**config.mk**
```make
export PLATFORM = sky130hd
export DESIGN_NAME = mrd_regs
export DESIGN_NICKNAME = d
export VERILOG_FILES = /design/src/design/mrd_pkg.sv /design/src/design/mrd_sync.sv /design/src/design/mrd_limp_timer.sv /design/src/design/mrd_regs.sv
export VERILOG_INCLUDE_DIRS = /design/src /design/src/design
export SDC_FILE = /design/constraint.sdc
export NUM_CORES = 1
export LEC_CHECK = 0
export ABC_AREA = 0
export BUFFER_PORTS_ARGS = -buffer_cell sky130_fd_sc_hd__buf_2
export CAP_MARGIN = 10
export CORE_MARGIN = 2
export CORE_UTILIZATION = 48
export CTS_BUF_LIST = sky130_fd_sc_hd__clkbuf_2
export CTS_CLUSTER_DIAMETER = 60
export DETAILED_ROUTE_END_ITERATION = 12
export HOLD_SLACK_MARGIN = 0.1
export PLACE_DENSITY = 0.89
export SYNTH_ARGS = -nofsm -noshare
export SYNTH_HDL_FRONTEND = slang
export SYNTH_SLANG_ARGS = --single-unit
```
**constraint.sdc**
```tcl
create_clock -name MCLK_I -period 2.3 [get_ports MCLK_I]
set_clock_uncertainty 0.15 [all_clocks]
set_input_delay 0.23 -clock MCLK_I [delete_from_list [all_inputs] [get_ports MCLK_I]]
set_output_delay 0.23 -clock MCLK_I [all_outputs]
set_load 0.01 [all_outputs]
```
**src/design/mrd_map.svh**
```systemverilog
/*
  Constants for the mode-dependent register default block.
  Assumes inclusion by bare name from design files.
*/
`ifndef MRD_MAP_SVH
`define MRD_MAP_SVH
`define MRD_MODE_OFF_VAL 3'h4
`define MRD_MODE_STBY_VAL 3'h4
`define MRD_MODE_NORM_VAL 3'h7
`define MRD_MODE_SLEEP_VAL 3'h1
`define MRD_MODE_RESET_VAL 3'h4
`define MRD_RSRC_OTEMP 5'h12
`define MRD_RSRC_RST 5'h00
`define MRD_WDP_RST 4'h4
`define MRD_RCC_LIMP 2'h3
`define MRD_RCC_RST 2'h0
`define MRD_DM_RST 56'hff_ffff_ffff_ffff
`define MRD_ID_RST 29'h0000_0000
`define MRD_CRC_RST 8'h00
`define MRD_GPM_RST 32'h0000_0000
`define MRD_DLC_RST 4'h0
`define MRD_LIMP_DELAY_MS 1000
`define MRD_CLK_MHZ 100
`define MRD_LIMP_CYCLES (`MRD_LIMP_DELAY_MS * 1000 * `MRD_CLK_MHZ)
`endif

```
**src/design/mrd_pkg.sv**
```systemverilog
/*
  Types for the mode-dependent register default block.
  Assumes the map header provides numeric constants.
*/
package mrd_pkg;
  typedef enum logic [2:0] {
    MRD_OFF = 3'h0,
    MRD_STANDBY = 3'h1,
    MRD_NORMAL = 3'h2,
    MRD_SLEEP = 3'h3,
    MRD_OVERTEMP = 3'h4,
    MRD_RESET = 3'h5
  } mrd_mode_e;
endpackage

```
**src/design/mrd_sync.sv**
```systemverilog
/*
  Two-stage synchroniser for a bundle of pin levels.
  Assumes one clock and synchronous active-high reset.
*/
`timescale 1ns/1ps
module mrd_sync #(
  parameter int W = 1
) (
  input wire logic clk_i,
  input wire logic rst_i,
  input wire logic [W-1:0] d_i,
  output logic [W-1:0] q_o
);
  logic [W-1:0] meta_reg;
  always_ff @(posedge clk_i) begin
    if (rst_i) begin
      meta_reg <= '0;
      q_o <= '0;
    end else begin
      meta_reg <= d_i;
      q_o <= meta_reg;
    end
  end
endmodule

```
**src/design/mrd_limp_timer.sv**
```systemverilog
/*
  Limp delay timer: counts cycles spent in overtemp or reset mode.
  Assumes the limp count parameter sets the elapse point.
*/
`timescale 1ns/1ps
module mrd_limp_timer #(
  parameter int unsigned LIMP_CYCLES = 100000000
) (
  input wire logic clk_i,
  input wire logic rst_i,
  input wire logic run_i,
  output logic elapsed_o
);
  logic [31:0] cnt_reg;
  always_ff @(posedge clk_i) begin
    if (rst_i || !run_i) begin
      cnt_reg <= 32'h0;
      elapsed_o <= 1'b0;
    end else if (cnt_reg < LIMP_CYCLES) begin
      cnt_reg <= cnt_reg + 32'h1;
      elapsed_o <= (cnt_reg + 32'h1 >= LIMP_CYCLES);
    end
  end
endmodule

```
**src/design/mrd_regs.sv**
```systemverilog
/*
  Mode-dependent register defaults: updates control and status bits on
  every operating mode entry. Assumes mode request and host writes come from
  logic on the same clock; live status levels come from pins and are
  synchronised. Nonvolatile values are stable levels from the store.
*/
`timescale 1ns/1ps
`include "mrd_map.svh"

// Operation
// - mode field values per operating mode, kept unchanged on overtemp entry
// - reset counter increments on each reset entry
// - reset source loads overtemp or cause code
// - watchdog period restored on overtemp, reset
// - limp home set by delay or counter
// - transceiver status live only in normal
// - normal mode status clears entering normal
// - power-on flag set entering off mode
// - system event enable one after power-on
// - data mask bytes all ones at power-on
// - data mask enable one at power-on
// - live status zero in off, else live
// - error counter, program status always live
// - nonvolatile controls always show stored value
// - event flags and enables clear at power-on
// - crc, memory, identifier, length cleared at power-on
// - config valid, fd tolerance cleared at power-on
// - mode change discards host access in progress
module mrd_regs #(
  parameter int unsigned LIMP_CYCLES = `MRD_LIMP_CYCLES
) (
  input wire logic MCLK_I,
  input wire logic RESET_I,
  input wire logic [2:0] MODE_I,
  input wire logic [4:0] RESET_CAUSE_I,
  input wire logic TRX_ACTIVE_I,
  input wire logic [3:0] LIVE_STATUS_I,
  input wire logic [1:0] ALWAYS_LIVE_I,
  input wire logic [3:0] NV_CTRL_I,
  input wire logic WR_EN_I,
  input wire logic [3:0] WR_SEL_I,
  input wire logic [63:0] WR_DATA_I,
  output logic [2:0] OP_MODE_FIELD_O,
  output logic [1:0] RESET_COUNTER_O,
  output logic [4:0] RESET_SOURCE_CODE_O,
  output logic [3:0] WATCHDOG_PERIOD_SEL_O,
  output logic LIMP_HOME_CTRL_O,
  output logic TRX_STATUS_O,
  output logic NORMAL_MODE_STATUS_O,
  output logic POWER_ON_FLAG_O,
  output logic SYSTEM_EVENT_ENABLE_O,
  output logic [55:0] PN_DATA_MASK_BYTES_O,
  output logic PN_DATA_MASK_ENABLE_O,
  output logic [3:0] LIVE_STATUS_O,
  output logic [1:0] ALWAYS_LIVE_O,
  output logic [3:0] NV_CTRL_O,
  output logic [3:0] EVENT_FLAGS_O,
  output logic [3:0] EVENT_ENABLES_O,
  output logic POLARITY_CTRL_O,
  output logic ID_FORMAT_BIT_O,
  output logic [1:0] LOCK_CTRL_BITS_O,
  output logic [7:0] NV_CRC_FIELD_O,
  output logic [31:0] GENERAL_PURPOSE_MEM_O,
  output logic [28:0] FRAME_IDENTIFIER_BYTES_O,
  output logic [3:0] FRAME_LENGTH_CODE_O,
  output logic PN_CONFIG_VALID_O,
  output logic PN_FD_TOLERANCE_ENABLE_O,
  output logic WR_DISCARD_O
);
  // host write selectors
  localparam logic [3:0] SEL_MASK = 4'h0;
  localparam logic [3:0] SEL_CTRL = 4'h1;
  localparam logic [3:0] SEL_CRC = 4'h2;
  localparam logic [3:0] SEL_GPM = 4'h3;
  localparam logic [3:0] SEL_ID = 4'h4;
  localparam logic [3:0] SEL_DLC = 4'h5;
  localparam logic [3:0] SEL_EVCLR = 4'h6;
  localparam logic [3:0] SEL_SYS = 4'h7;

  mrd_pkg::mrd_mode_e mode_reg;
  mrd_pkg::mrd_mode_e mode_in;
  logic por_done_reg;
  logic [3:0] live_sync;
  logic [1:0] always_sync;
  logic trx_sync;
  logic limp_elapsed;
  logic entry;
  logic enter_off;
  logic enter_normal;
  logic enter_ot;
  logic enter_rst;
  logic wr_ok;
  logic in_normal;
  logic in_off;
  logic [1:0] rcc_inc;
  logic in_ot_or_rst;
  logic po_load;
  logic wr_mask;
  logic wr_ctrl;
  logic wr_crc;
  logic wr_gpm;
  logic wr_id;
  logic wr_dlc;
  logic wr_evclr;
  logic wr_sys;

  function automatic logic [2:0] mode_code(input mrd_pkg::mrd_mode_e m);
    case (m)
      mrd_pkg::MRD_OFF: mode_code = `MRD_MODE_OFF_VAL;
      mrd_pkg::MRD_STANDBY: mode_code = `MRD_MODE_STBY_VAL;
      mrd_pkg::MRD_NORMAL: mode_code = `MRD_MODE_NORM_VAL;
      mrd_pkg::MRD_SLEEP: mode_code = `MRD_MODE_SLEEP_VAL;
      mrd_pkg::MRD_RESET: mode_code = `MRD_MODE_RESET_VAL;
      default: mode_code = `MRD_MODE_OFF_VAL;
    endcase
  endfunction

  function automatic logic wr_hit(input logic en, input logic [3:0] sel, input logic [3:0] target);
    wr_hit = en && (sel == target);
  endfunction

  mrd_sync #(.W(7)) u_sync (
    .clk_i(MCLK_I),
    .rst_i(RESET_I),
    .d_i({TRX_ACTIVE_I, LIVE_STATUS_I, ALWAYS_LIVE_I}),
    .q_o({trx_sync, live_sync, always_sync})
  );

  mrd_limp_timer #(.LIMP_CYCLES(LIMP_CYCLES)) u_limp (
    .clk_i(MCLK_I),
    .rst_i(RESET_I),
    .run_i(in_ot_or_rst),
    .elapsed_o(limp_elapsed)
  );

  assign mode_in = mrd_pkg::mrd_mode_e'(MODE_I);
  assign in_ot_or_rst = (mode_reg == mrd_pkg::MRD_OVERTEMP) || (mode_reg == mrd_pkg::MRD_RESET);
  // one update per mode entry edge
  assign entry = (mode_in != mode_reg) && (MODE_I <= 3'h5);
  assign enter_off = entry && (mode_in == mrd_pkg::MRD_OFF);
  assign enter_normal = entry && (mode_in == mrd_pkg::MRD_NORMAL);
  assign enter_ot = entry && (mode_in == mrd_pkg::MRD_OVERTEMP);
  assign enter_rst = entry && (mode_in == mrd_pkg::MRD_RESET);
  // mode change overrides host write
  assign wr_ok = WR_EN_I && !entry;
  assign in_normal = (mode_reg == mrd_pkg::MRD_NORMAL);
  assign in_off = (mode_reg == mrd_pkg::MRD_OFF);
  assign rcc_inc = RESET_COUNTER_O + 2'h1;
  assign po_load = RESET_I || enter_off;
  // host write decode, already gated by mode entry
  assign wr_mask = wr_hit(wr_ok, WR_SEL_I, SEL_MASK);
  assign wr_ctrl = wr_hit(wr_ok, WR_SEL_I, SEL_CTRL);
  assign wr_crc = wr_hit(wr_ok, WR_SEL_I, SEL_CRC);
  assign wr_gpm = wr_hit(wr_ok, WR_SEL_I, SEL_GPM);
  assign wr_id = wr_hit(wr_ok, WR_SEL_I, SEL_ID);
  assign wr_dlc = wr_hit(wr_ok, WR_SEL_I, SEL_DLC);
  assign wr_evclr = wr_hit(wr_ok, WR_SEL_I, SEL_EVCLR);
  assign wr_sys = wr_hit(wr_ok, WR_SEL_I, SEL_SYS);

  // mode and derived fields
  always_ff @(posedge MCLK_I) begin
    if (RESET_I) begin
      mode_reg <= mrd_pkg::MRD_OFF;
      OP_MODE_FIELD_O <= `MRD_MODE_OFF_VAL;
      RESET_COUNTER_O <= `MRD_RCC_RST;
      RESET_SOURCE_CODE_O <= `MRD_RSRC_RST;
      WATCHDOG_PERIOD_SEL_O <= `MRD_WDP_RST;
      NORMAL_MODE_STATUS_O <= 1'b1;
      WR_DISCARD_O <= 1'b0;
    end else begin
      WR_DISCARD_O <= WR_EN_I && entry;
      if (entry) begin
        mode_reg <= mode_in;
        if (mode_in != mrd_pkg::MRD_OVERTEMP) begin
          OP_MODE_FIELD_O <= mode_code(mode_in);
        end
      end
      if (enter_off) begin
        RESET_COUNTER_O <= `MRD_RCC_RST;
        RESET_SOURCE_CODE_O <= `MRD_RSRC_RST;
        WATCHDOG_PERIOD_SEL_O <= `MRD_WDP_RST;
        NORMAL_MODE_STATUS_O <= 1'b1;
      end else if (enter_rst) begin
        RESET_COUNTER_O <= rcc_inc;
        RESET_SOURCE_CODE_O <= RESET_CAUSE_I;
        WATCHDOG_PERIOD_SEL_O <= `MRD_WDP_RST;
      end else if (enter_ot) begin
        RESET_SOURCE_CODE_O <= `MRD_RSRC_OTEMP;
        WATCHDOG_PERIOD_SEL_O <= `MRD_WDP_RST;
      end else if (enter_normal) begin
        NORMAL_MODE_STATUS_O <= 1'b0;
      end else if (wr_ctrl) begin
        WATCHDOG_PERIOD_SEL_O <= WR_DATA_I[3:0];
      end
    end
  end

  // limp home request, hardware set wins over host write
  always_ff @(posedge MCLK_I) begin
    if (RESET_I) begin
      LIMP_HOME_CTRL_O <= 1'b0;
    end else begin
      if (enter_off) begin
        LIMP_HOME_CTRL_O <= 1'b0;
      end else if (in_ot_or_rst && limp_elapsed) begin
        LIMP_HOME_CTRL_O <= 1'b1;
      end else if (enter_rst && rcc_inc == `MRD_RCC_LIMP) begin
        LIMP_HOME_CTRL_O <= 1'b1;
      end else if (wr_ctrl) begin
        LIMP_HOME_CTRL_O <= WR_DATA_I[4];
      end
    end
  end

  // live and stored status levels
  always_ff @(posedge MCLK_I) begin
    if (RESET_I) begin
      TRX_STATUS_O <= 1'b0;
      LIVE_STATUS_O <= 4'h0;
      ALWAYS_LIVE_O <= 2'h0;
      NV_CTRL_O <= 4'h0;
    end else begin
      TRX_STATUS_O <= in_normal && !entry && trx_sync;
      LIVE_STATUS_O <= (in_off || enter_off) ? 4'h0 : live_sync;
      ALWAYS_LIVE_O <= always_sync;
      NV_CTRL_O <= NV_CTRL_I;
    end
  end

  // system event bits, off entry acts as power-on
  always_ff @(posedge MCLK_I) begin
    if (po_load) begin
      POWER_ON_FLAG_O <= 1'b1;
      SYSTEM_EVENT_ENABLE_O <= 1'b1;
    end else begin
      if (wr_evclr) begin
        POWER_ON_FLAG_O <= POWER_ON_FLAG_O & ~WR_DATA_I[4];
      end
      if (wr_sys) begin
        SYSTEM_EVENT_ENABLE_O <= WR_DATA_I[0];
      end
    end
  end

  // partial networking mask and config
  always_ff @(posedge MCLK_I) begin
    if (po_load) begin
      PN_DATA_MASK_BYTES_O <= `MRD_DM_RST;
      PN_DATA_MASK_ENABLE_O <= 1'b1;
      PN_CONFIG_VALID_O <= 1'b0;
      PN_FD_TOLERANCE_ENABLE_O <= 1'b0;
    end else if (wr_mask) begin
      PN_DATA_MASK_BYTES_O <= WR_DATA_I[55:0];
      PN_DATA_MASK_ENABLE_O <= WR_DATA_I[56];
      PN_CONFIG_VALID_O <= WR_DATA_I[57];
      PN_FD_TOLERANCE_ENABLE_O <= WR_DATA_I[58];
    end
  end

  // event flags, enables, polarity and lock
  always_ff @(posedge MCLK_I) begin
    if (po_load) begin
      EVENT_FLAGS_O <= 4'h0;
      EVENT_ENABLES_O <= 4'h0;
      POLARITY_CTRL_O <= 1'b0;
      LOCK_CTRL_BITS_O <= 2'h0;
    end else begin
      if (wr_evclr) begin
        EVENT_FLAGS_O <= EVENT_FLAGS_O & ~WR_DATA_I[3:0];
      end
      if (wr_sys) begin
        EVENT_ENABLES_O <= WR_DATA_I[4:1];
        POLARITY_CTRL_O <= WR_DATA_I[5];
        LOCK_CTRL_BITS_O <= WR_DATA_I[7:6];
      end
    end
  end

  // crc control and general purpose memory
  always_ff @(posedge MCLK_I) begin
    if (po_load) begin
      NV_CRC_FIELD_O <= `MRD_CRC_RST;
      GENERAL_PURPOSE_MEM_O <= `MRD_GPM_RST;
    end else begin
      if (wr_crc) begin
        NV_CRC_FIELD_O <= WR_DATA_I[7:0];
      end
      if (wr_gpm) begin
        GENERAL_PURPOSE_MEM_O <= WR_DATA_I[31:0];
      end
    end
  end

  // wake frame identifier, format and length
  always_ff @(posedge MCLK_I) begin
    if (po_load) begin
      FRAME_IDENTIFIER_BYTES_O <= `MRD_ID_RST;
      ID_FORMAT_BIT_O <= 1'b0;
      FRAME_LENGTH_CODE_O <= `MRD_DLC_RST;
    end else begin
      if (wr_id) begin
        FRAME_IDENTIFIER_BYTES_O <= WR_DATA_I[28:0];
        ID_FORMAT_BIT_O <= WR_DATA_I[29];
      end
      if (wr_dlc) begin
        FRAME_LENGTH_CODE_O <= WR_DATA_I[3:0];
      end
    end
  end
endmodule

```
==> results by stage, run 1 <==
Routing:
- The DRC violations left is 0.
- The violation count after the first detailed-route iteration is 718.
- The ratio of routed vias to standard cells is 5.481.
- The remaining antenna violation count after routing is 0.
- The routed design has 31050 µm of wire.
- The total via count after detailed routing is 9548.
- The first-pass iteration count of the detailed router is 8.
- The average wire per standard cell is 17.83 µm.

Timing:
- Across all hold checks on the routed design, the worst slack comes to 0.1718 ns.
- The total count of hold-check failures in the final report was 0.
- Timing would allow up to 441.5 MHz.
- The worst max-slew margin expressed relative to the limit is 67.90%.
- The max-slew violation count is 0.
- For the final routed database, the setup TNS stands at 0 ns.
- The routed design could run at a clock period as short as 2.265 ns.
- Setup violations remaining at the end of the flow were counted as 0.
- The period utilization is 98.47%.
- For the pin with the worst max-slew slack, the measured transition is 0.4797 ns.

Clock tree:
- The clock tree synthesis step divided the H-tree into 2 levels.
- CTS saw 224 sinks.
- TritonCTS built the clock tree.
- For the worst-skew pair, the clock arrives at the later sink with an insertion delay of 0.84 ns.
- The number of buffers created by CTS is 54.
- Clock-pin slew was measured on the worst setup and hold paths at 0.13 ns.
- The maximum buffer depth of the clock tree is 3.
- The cell sitting at the root of the clock tree is a clkbuf_2.

Synthesis:
- The proportion of netlist area held by the largest area contributor is 53.40%.
- The number of warning messages in the yosys log is 0.
- The prevailing post-synth register cell is dfxtp_1.
- The most frequent cell after synthesis is nand2_1.
- The post-synthesis cell count is 1005.
- The synthesized design spends more area on one cell type than any other, namely dfxtp_1.
- The netlist area before placement is 8398 µm².
- Summing the sequential cell areas from Yosys gives 53.40% of the chip area.
- For this run, asynchronously set or reset flops after synthesis account for 0%.
- In the synthesized netlist, the cells that appear most often are 291 x nand2_1, 224 x dfxtp_1, 86 x a21oi_1.
- The post-synthesis area per instance is 8.356 µm².
- After synthesis the netlist holds a flip-flop and latch count of 224.
- The net count after synthesis is 1097.
- Ranked by total cell area, the synthesized netlist is headed by dfxtp_1 53%, nand2_1 13%, a21oi_1 5.1%.
- The synthesized design contains 0 enable-type register cells.
- The unique cell type count in the Yosys netlist is 52.

Worst setup path:
- The slowest stage of the critical path is the dlygate4sd3_1 cell.
- The required arrival time at the worst endpoint is 2.90 ns.
- The capturing element type of the critical path is a register.
- The signal on the critical path passes through xnor2_2, nand3_1, buf_4, nor3b_2, buf_4, nand3_1, dlygate4sd3_1, a21oi_1.
- Data on the critical path arrives at its endpoint at 2.87 ns.
- The startpoint type of the worst setup path is a register.
- The kind of critical path is reg -> reg.
- Of all nets on the critical path, the largest fanout is 7.
- For this run, the slowest stage of the critical path takes 0.60 ns.

Pwr:
- The sequential power share is 53.7%.
- The total power divided by cell area is 591.4 nW/µm².
- For this design the static power due to leakage is 5.641 nW.
- The reported net switching power is 2.041 mW.
- Cell internal power was estimated by the tool at 5.333 mW.
- The clock network burns 36.9% of the power.
- The net switching share of the total power is 27.68%.
- The share of total power dissipated in combinational logic is 9.4%.
- IR analysis of the VDD net gives a maximum drop of 462.9 µV.

Placement:
- The detailed-placement wirelength estimate is 16360 µm.
- Routability-driven placement finished with a final weighted congestion of 0.8494.
- Buffers placed on the I/O ports in this run total 258.

Cells and area:
- The post-route netlist has 28.56% of its cells at a drive strength greater than 1.
- The layout overhead on the synthesized area is 48.45%.
- The number of nets at the end of the flow is 1566.
- The flip-flop count of the largest register after layout is 56.

Floorplan:
- The starting utilization of the core area is 48.89%.
- The number of placed I/O pins is 264.
- The floorplan step defined a core boundary enclosing 17180 µm².
- The floorplan step defined a die boundary enclosing 18570 µm².
- The number of placement rows is 48.
- From left edge to right edge, the die measures 136.3 µm.
- The height of the chip is 136.3 µm.

Global route:
- The initial antenna violation count was 1.
- In the global route stage, overall resource usage came out at 31.59%.
- Entering global routing, the biggest net connects 42 pins.
- The via count of the first global-routing pass is 9627.
- The first global-routing pass estimated 46580 µm of wire.
- The overflow left after global routing is 0.

Min path:
- The min-delay analysis places its worst path in the category in -> reg.

Run status:
- The run finished with clean final reports.

Run:
- The max-capacitance violation count is 0.
routing by layer:
layer	global-route usage (%)	vias up	wire, µm
li1	-	4268	-
met1	32.29	4406	10700
met2	56.17	708	15490
met3	8.874	166	3235
met4	20.72	0	1627
met5	0	-	0
cells in the final DEF (no fill, tap or decap), types with 6 or more instances in the layout:
master,count
xor2_1,6
o21ai_0,8
nor2b_1,21
clkinv_1,14
dfxtp_1,219
and2_1,10
inv_1,8
buf_4,46
nand3_1,85
buf_12,8
buf_2,258
nor3_2,13
a21oi_1,86
nor2_1,62
nand4_1,6
nor3_1,7
mux2i_1,20
nand2_1,290
clkbuf_2,80
xnor2_1,25
dlygate4sd3_1,170
cell families after synthesis:
| group | synth area share, % |
|---|---|
| adder cells (fa/ha/maj) | 0.2979 |
| AND/OR/NAND/NOR | 28.83 |
| XOR/XNOR | 3.546 |
| multiplexers | 2.384 |
| buffers and inverters | 4.127 |
| AO/OA/AOI/OAI | 7.420 |
| flip-flops | 53.40 |
power groups by stage:
| stage | Sequential [mW] | Clock (mW) | Combinational (mW) |
|---|---|---|---|
| after global placement | 4.04 | 0 | 0.408 |
| after global routing | 3.96 | 2.95 | 0.730 |
| after detailed placement | 4.04 | 0 | 0.417 |
| after CTS | 3.95 | 2.68 | 0.639 |
| after floorplan | 4.05 | 0 | 0.177 |
| final | 3.96 | 2.72 | 0.696 |
cell type report:
class | count | area, µm²
fill | 1083 | 4710
antenna | 1 | 2.502
timing repair buffer | 482 | 3498
sequential | 224 | 4491
tap | 225 | 281.5
clock inverter | 18 | 100.1
inverter | 8 | 30.03
clock buffer | 80 | 400.4
multi-input combinational | 704 | 3664
metrics by stage:
step                power (mW)  utilization (%)  cells  setup WS (ns)  cell area [µm²]
floorplan                4.230                -   1005         0.1200             8398
global placement         4.443            59.02   1466        0.03474            10140
detailed placement       4.454            59.02   1466       0.008763            10140
CTS                      7.265            71.87   1734       0.002284            12340
global route             7.638            72.58   1742       -0.03139            12470
finish                   7.373            72.58   1742        0.03520            12470
final timing paths:
| check | slack, ns | start | cells after the start | endpoint |
|---|---|---|---|---|
| setup / recovery | 0.04 | mode_reg[1] | 8 | RESET_SOURCE_CODE_O[0] |
| hold / removal | 0.17 | WR_DATA_I[3] | 4 | FRAME_LENGTH_CODE_O[3] |
| setup reg to reg | 0.04 | mode_reg[1] | 8 | RESET_SOURCE_CODE_O[0] |
| hold reg to reg | 0.30 | u_sync.q_o[0] | 1 | ALWAYS_LIVE_O[0] |
worst max-delay path: cells and delay by family (launching register included):
kind | cells | cell delay, ns
XOR/XNOR | 1 | 0.23
buffers and inverters | 3 | 0.95
flip-flops | 1 | 0.36
AO/OA/AOI/OAI | 1 | 0.07
AND/OR/NAND/NOR | 3 | 0.41
what timing repair did:
item | 4_1_cts | 5_1_grt
setup endpoints to repair | 1 | 144
pin swaps | 0 | 5
endpoints found under the hold margin | 222 | 0
hold buffers | 170 | 0
resized for setup | 1 | 17
gates cloned | 0 | 1
setup buffers | 0 | 6
(Power assumes the default switching activity.)
==> run 2, diff against run 1 <==
--- a/config.mk
+++ b/config.mk
@@ -9,13 +9,13 @@
 export ABC_AREA = 0
 export BUFFER_PORTS_ARGS = -buffer_cell sky130_fd_sc_hd__buf_2
 export CAP_MARGIN = 10
-export CORE_MARGIN = 2
-export CORE_UTILIZATION = 48
+export CORE_MARGIN = 5
+export CORE_UTILIZATION = 53
 export CTS_BUF_LIST = sky130_fd_sc_hd__clkbuf_2
 export CTS_CLUSTER_DIAMETER = 60
 export DETAILED_ROUTE_END_ITERATION = 12
 export HOLD_SLACK_MARGIN = 0.1
-export PLACE_DENSITY = 0.89
+export PLACE_DENSITY = 0.92
 export SYNTH_ARGS = -nofsm -noshare
 export SYNTH_HDL_FRONTEND = slang
 export SYNTH_SLANG_ARGS = --single-unit
==> constraint.sdc (replaced) <==
create_clock -name MCLK_I -period 2.2 [get_ports MCLK_I]
set_clock_uncertainty 0.15 [all_clocks]
set_input_delay 0.22 -clock MCLK_I [delete_from_list [all_inputs] [get_ports MCLK_I]]
set_output_delay 0.22 -clock MCLK_I [all_outputs]
set_load 0.01 [all_outputs]
==> run 2 against run 1 <==
Effect of this change: the run now ends with negative setup slack left; first-iteration DRC count rose by 99%; hold slack improved by 0.033 ns; sequential share of layout area fell by 1.1 points; global-route usage rose by 6.8 points; non-clock buffer count rose by 19; setup slack got worse by 0.24 ns; via count rose by 11%; count of clock-buffer cells in the layout fell by 10; critical path type unchanged.
==> results by stage, run 2 (synthesis results as in run 1) <==
Timing:
- The worst-margin pin slew is 0.4852 ns (+0.005476 ns).
- The total count of hold-check failures in the final report came to 0 (unchanged).
- The achievable clock frequency is 416.0 MHz (-5.8%).
- The worst max-slew margin expressed relative to the limit was 67.65% (-0.24 points).
- The final critical path time including I/O delays and setup is 2.404 ns (+0.1391 ns).
- The max-slew violation count is 0 (unchanged).
- The post-layout worst setup margin is -0.2039 ns (-0.2391 ns).
- The count of final setup violators was 94 (+94).
- The period utilization came to 109.3% (+11 points).
- Setup repair after global routing could not meet its margin everywhere.

Worst setup path:
- The worst reg-to-reg path cell count is 9 (+1).
- The maximum net fanout on the critical path is 44 (+37).
- The endpoint of the lowest-slack register-to-register path is WATCHDOG_PERIOD_SEL_O[3].
- The required arrival time at the worst endpoint is 2.82 ns (-0.08 ns).
- The worst-case register-to-register setup slack is -0.20 ns (-0.24 ns).
- Tracing the worst setup path back leads to its startpoint at mode_reg[0].
- The most critical setup path has its endpoint at WATCHDOG_PERIOD_SEL_O[3].
- For this design, the slowest cell found on the critical path is a21oi_1.
- The buffer and inverter count on the worst path came to 2 (-1).
- The logic depth of the worst setup path including buffers is 9 (+1).
- The setup path with the least slack is of type reg -> reg.
- The worst setup path is launched from a register.
- Walking the worst path, the cells encountered are xnor2_2, nand3_2, buf_4, nand2_2, nor2_1, nor2_4, buf_12, nand2_1, a21oi_1.
- STA classifies the critical path endpoint as a register.
- The biggest cell delay along the critical path is 0.41 ns (-0.19 ns).
- The reg-to-reg startpoint is mode_reg[0].
- The cell family contributing the most delay on the critical path is simple AND/OR/NAND/NOR gates.
- The critical path data arrival time is 3.03 ns (+0.16 ns).

Pwr:
- The total power is 7.967 mW (+8.0%).
- The peak supply drop came to 546.8 µV (+18%).
- The leakage power is 5.794 nW (+2.7%).
- The total power divided by cell area is 617.0 nW/µm² (+4.3%).

Clock tree:
- TritonCTS built the clock tree.
- The number of buffers created by CTS is 54 (unchanged).
- The root buffer selected by CTS is clkbuf_2.
- The maximum buffer depth of the clock tree is 3 (unchanged).
- The CTS sink count was 224 (unchanged).
- The clock insertion delay at the later pin of the skew report came to 0.90 ns (+0.06 ns).
- The deepest level of the CTS H-tree is 2 (unchanged).
- The clock transition at the register clock pins on the worst setup and hold paths after CTS is 0.19 ns (+0.06 ns).

Placement:
- The total placed cells including tap cells is 1469 (+0.20%).
- The detailed-placement wirelength estimate is 17380 µm (+6.2%).
- The total cell area at the placement stage is 10220 µm² (+0.78%).
- The placer congestion estimate was 0.9085 (+7.0%).
- The number of buffers inserted by port buffering is 258 (unchanged).

Routing:
- The wire length reported by the detailed router is 39650 µm (+28%).
- The remaining antenna violation count after routing is 0 (unchanged).
- The total via count after detailed routing is 10620 (+11%).
- The DRC violations left is 0 (unchanged).
- The ratio of routed vias to standard cells is 6.077 (+11%).
- The average wire per standard cell is 22.70 µm (+27%).
- The first-pass iteration count of the detailed router is 8 (unchanged).
- The violation count after the first detailed-route iteration is 1427 (+99%).

Global route:
- The wire length of the first global-routing pass came to 55550 µm (+19%).
- The total global-route track usage is 38.40% (+6.8 points).
- The via count of the first global-routing pass is 10500 (+9.1%).
- The pin count of the biggest net entering global routing was 47 (+12%).
- The overflow left after global routing is 0 (unchanged).
- The initial antenna violation count is 4 (+3).

Cells and area:
- The number of nets at the end of the flow is 1584 (+1.1%).
- The filler-free cell count of the finished design is 1747 (+0.29%).
- The final standard cell area without fillers is 12910 µm² (+3.6%).
- The count of filler cells inserted in the layout is 787 (-27%).
- The top cell types in the final layout, fill and taps aside, are 287 x nand2_1, 258 x buf_2, 207 x dfxtp_1.
- The utilization after layout is 82.17% (+9.6 points).
- The share of final-layout standard cells stronger than drive strength 1 is 31.70% (+3.1 points).
- The flip-flop count of the largest register after layout is 56 (unchanged).
- Relative to the synthesized area, the layout overhead comes to 53.74%.
- The most common cell after layout, fill and taps aside is nand2_1.

Floorplan:
- The number of placed I/O pins is 264 (unchanged).
- The starting utilization of the core area is 53.45% (+4.6 points).
- The area of the core region is 15710 µm² (-8.5%).
- The number of placement rows is 46 (-4.2%).
- The die outline width is 135.9 µm (-0.29%).
- The height of the chip is 135.9 µm (-0.29%).
- The area of the die is 18460 µm² (-0.57%).

Run status:
- The run finished, with violations left.
- The checks that failed: negative setup slack.

Run:
- The max-capacitance violation count was 0 (unchanged).

Min path:
- The class of the most critical hold timing path is in -> reg.
==> run 2: cell count changes in the layout (fill, tap and decap cells not counted), sizes merged <==
cell	delta
clkinv	+1
dlygate4sd3	+2
clkbuf	-9
diode	+3
nand2	-1
bufinv	+1
inv	+1
buf	+16
==> run 2: repair_timing <==
| action | in CTS | in global routing |
|---|---|---|
| setup buffers | 4 | 5 |
| pin swaps | 6 | 22 |
| hold endpoints to repair | 224 | 0 |
| resized for setup | 15 | 68 |
| hold buffers | 173 | 0 |
| gates cloned | 1 | 1 |
| setup endpoints to repair | 16 | 181 |
==> run 2: worst min-delay path by stage <==
stage	start	end	slack [ns]	depth (start not counted)
6_report	MODE_I[0]	mode_reg[0]	0.20	5
5_1_grt	MODE_I[0]	mode_reg[0]	0.19	5
4_1_cts	MODE_I[1]	mode_reg[2]	0.10	4
2_1_floorplan	WR_DATA_I[10]	PN_DATA_MASK_BYTES_O[10]	0.19	2
3_3_place_gp	u_sync.q_o[4]	LIVE_STATUS_O[2]	0.26	1
3_5_place_dp	u_sync.q_o[3]	LIVE_STATUS_O[1]	0.28	1
==> run 2: power breakdown <==
| part | total [mW] | internal (mW) | switching, mW |
|---|---|---|---|
| registers | 4.14 | 4.11 | 0.0330 |
| clock network | 3.06 | 1.12 | 1.94 |
| logic | 0.765 | 0.389 | 0.376 |
==> run 2: per-stage QoR <==
stage | hold WS, ns | setup slack, ns | TNS (ns)
6_report | 0.2045 | -0.2039 | -5.942
5_1_grt | 0.1936 | -0.2581 | -8.705
4_1_cts | 0.1002 | -0.05560 | -0.1645
3_5_place_dp | 0.2750 | -0.06684 | -0.4603
3_3_place_gp | 0.2613 | -0.02408 | -0.02408
2_1_floorplan | 0.1940 | 0.02003 | 0
==> run 2: area by class of cell <==
cell class / instances / area, µm² / share of cell area, %
Tap cell: 216 / 270.3 / 2.093
Inverter: 8 / 30.03 / 0.2326
Multi-Input combinational cell: 703 / 3901 / 30.22
Clock inverter: 21 / 146.4 / 1.134
Clock buffer: 70 / 350.3 / 2.713
Antenna cell: 4 / 10.01 / 0.07753
Sequential cell: 224 / 4508 / 34.92
Timing Repair Buffer: 501 / 3695 / 28.62
==> run 2: metal layers <==
metal / vias up / track usage [%] / part of all wire [%]
li1: 4305 / - / -
met1: 4723 / 38.44 / 30
met2: 1157 / 64.91 / 45
met3: 429 / 14.21 / 14
met4: 2 / 28.95 / 11
met5: - / 0 / 0.030
==> run 2: worst reg2reg max path: stages (launching register included) <==
cell and delay [ns]:
dfxtp_2 0.40, xnor2_2 0.25, nand3_2 0.14, buf_4 0.19, nand2_2 0.12, nor2_1 0.09
nor2_4 0.12, buf_12 0.24, nand2_1 0.18, a21oi_1 0.41
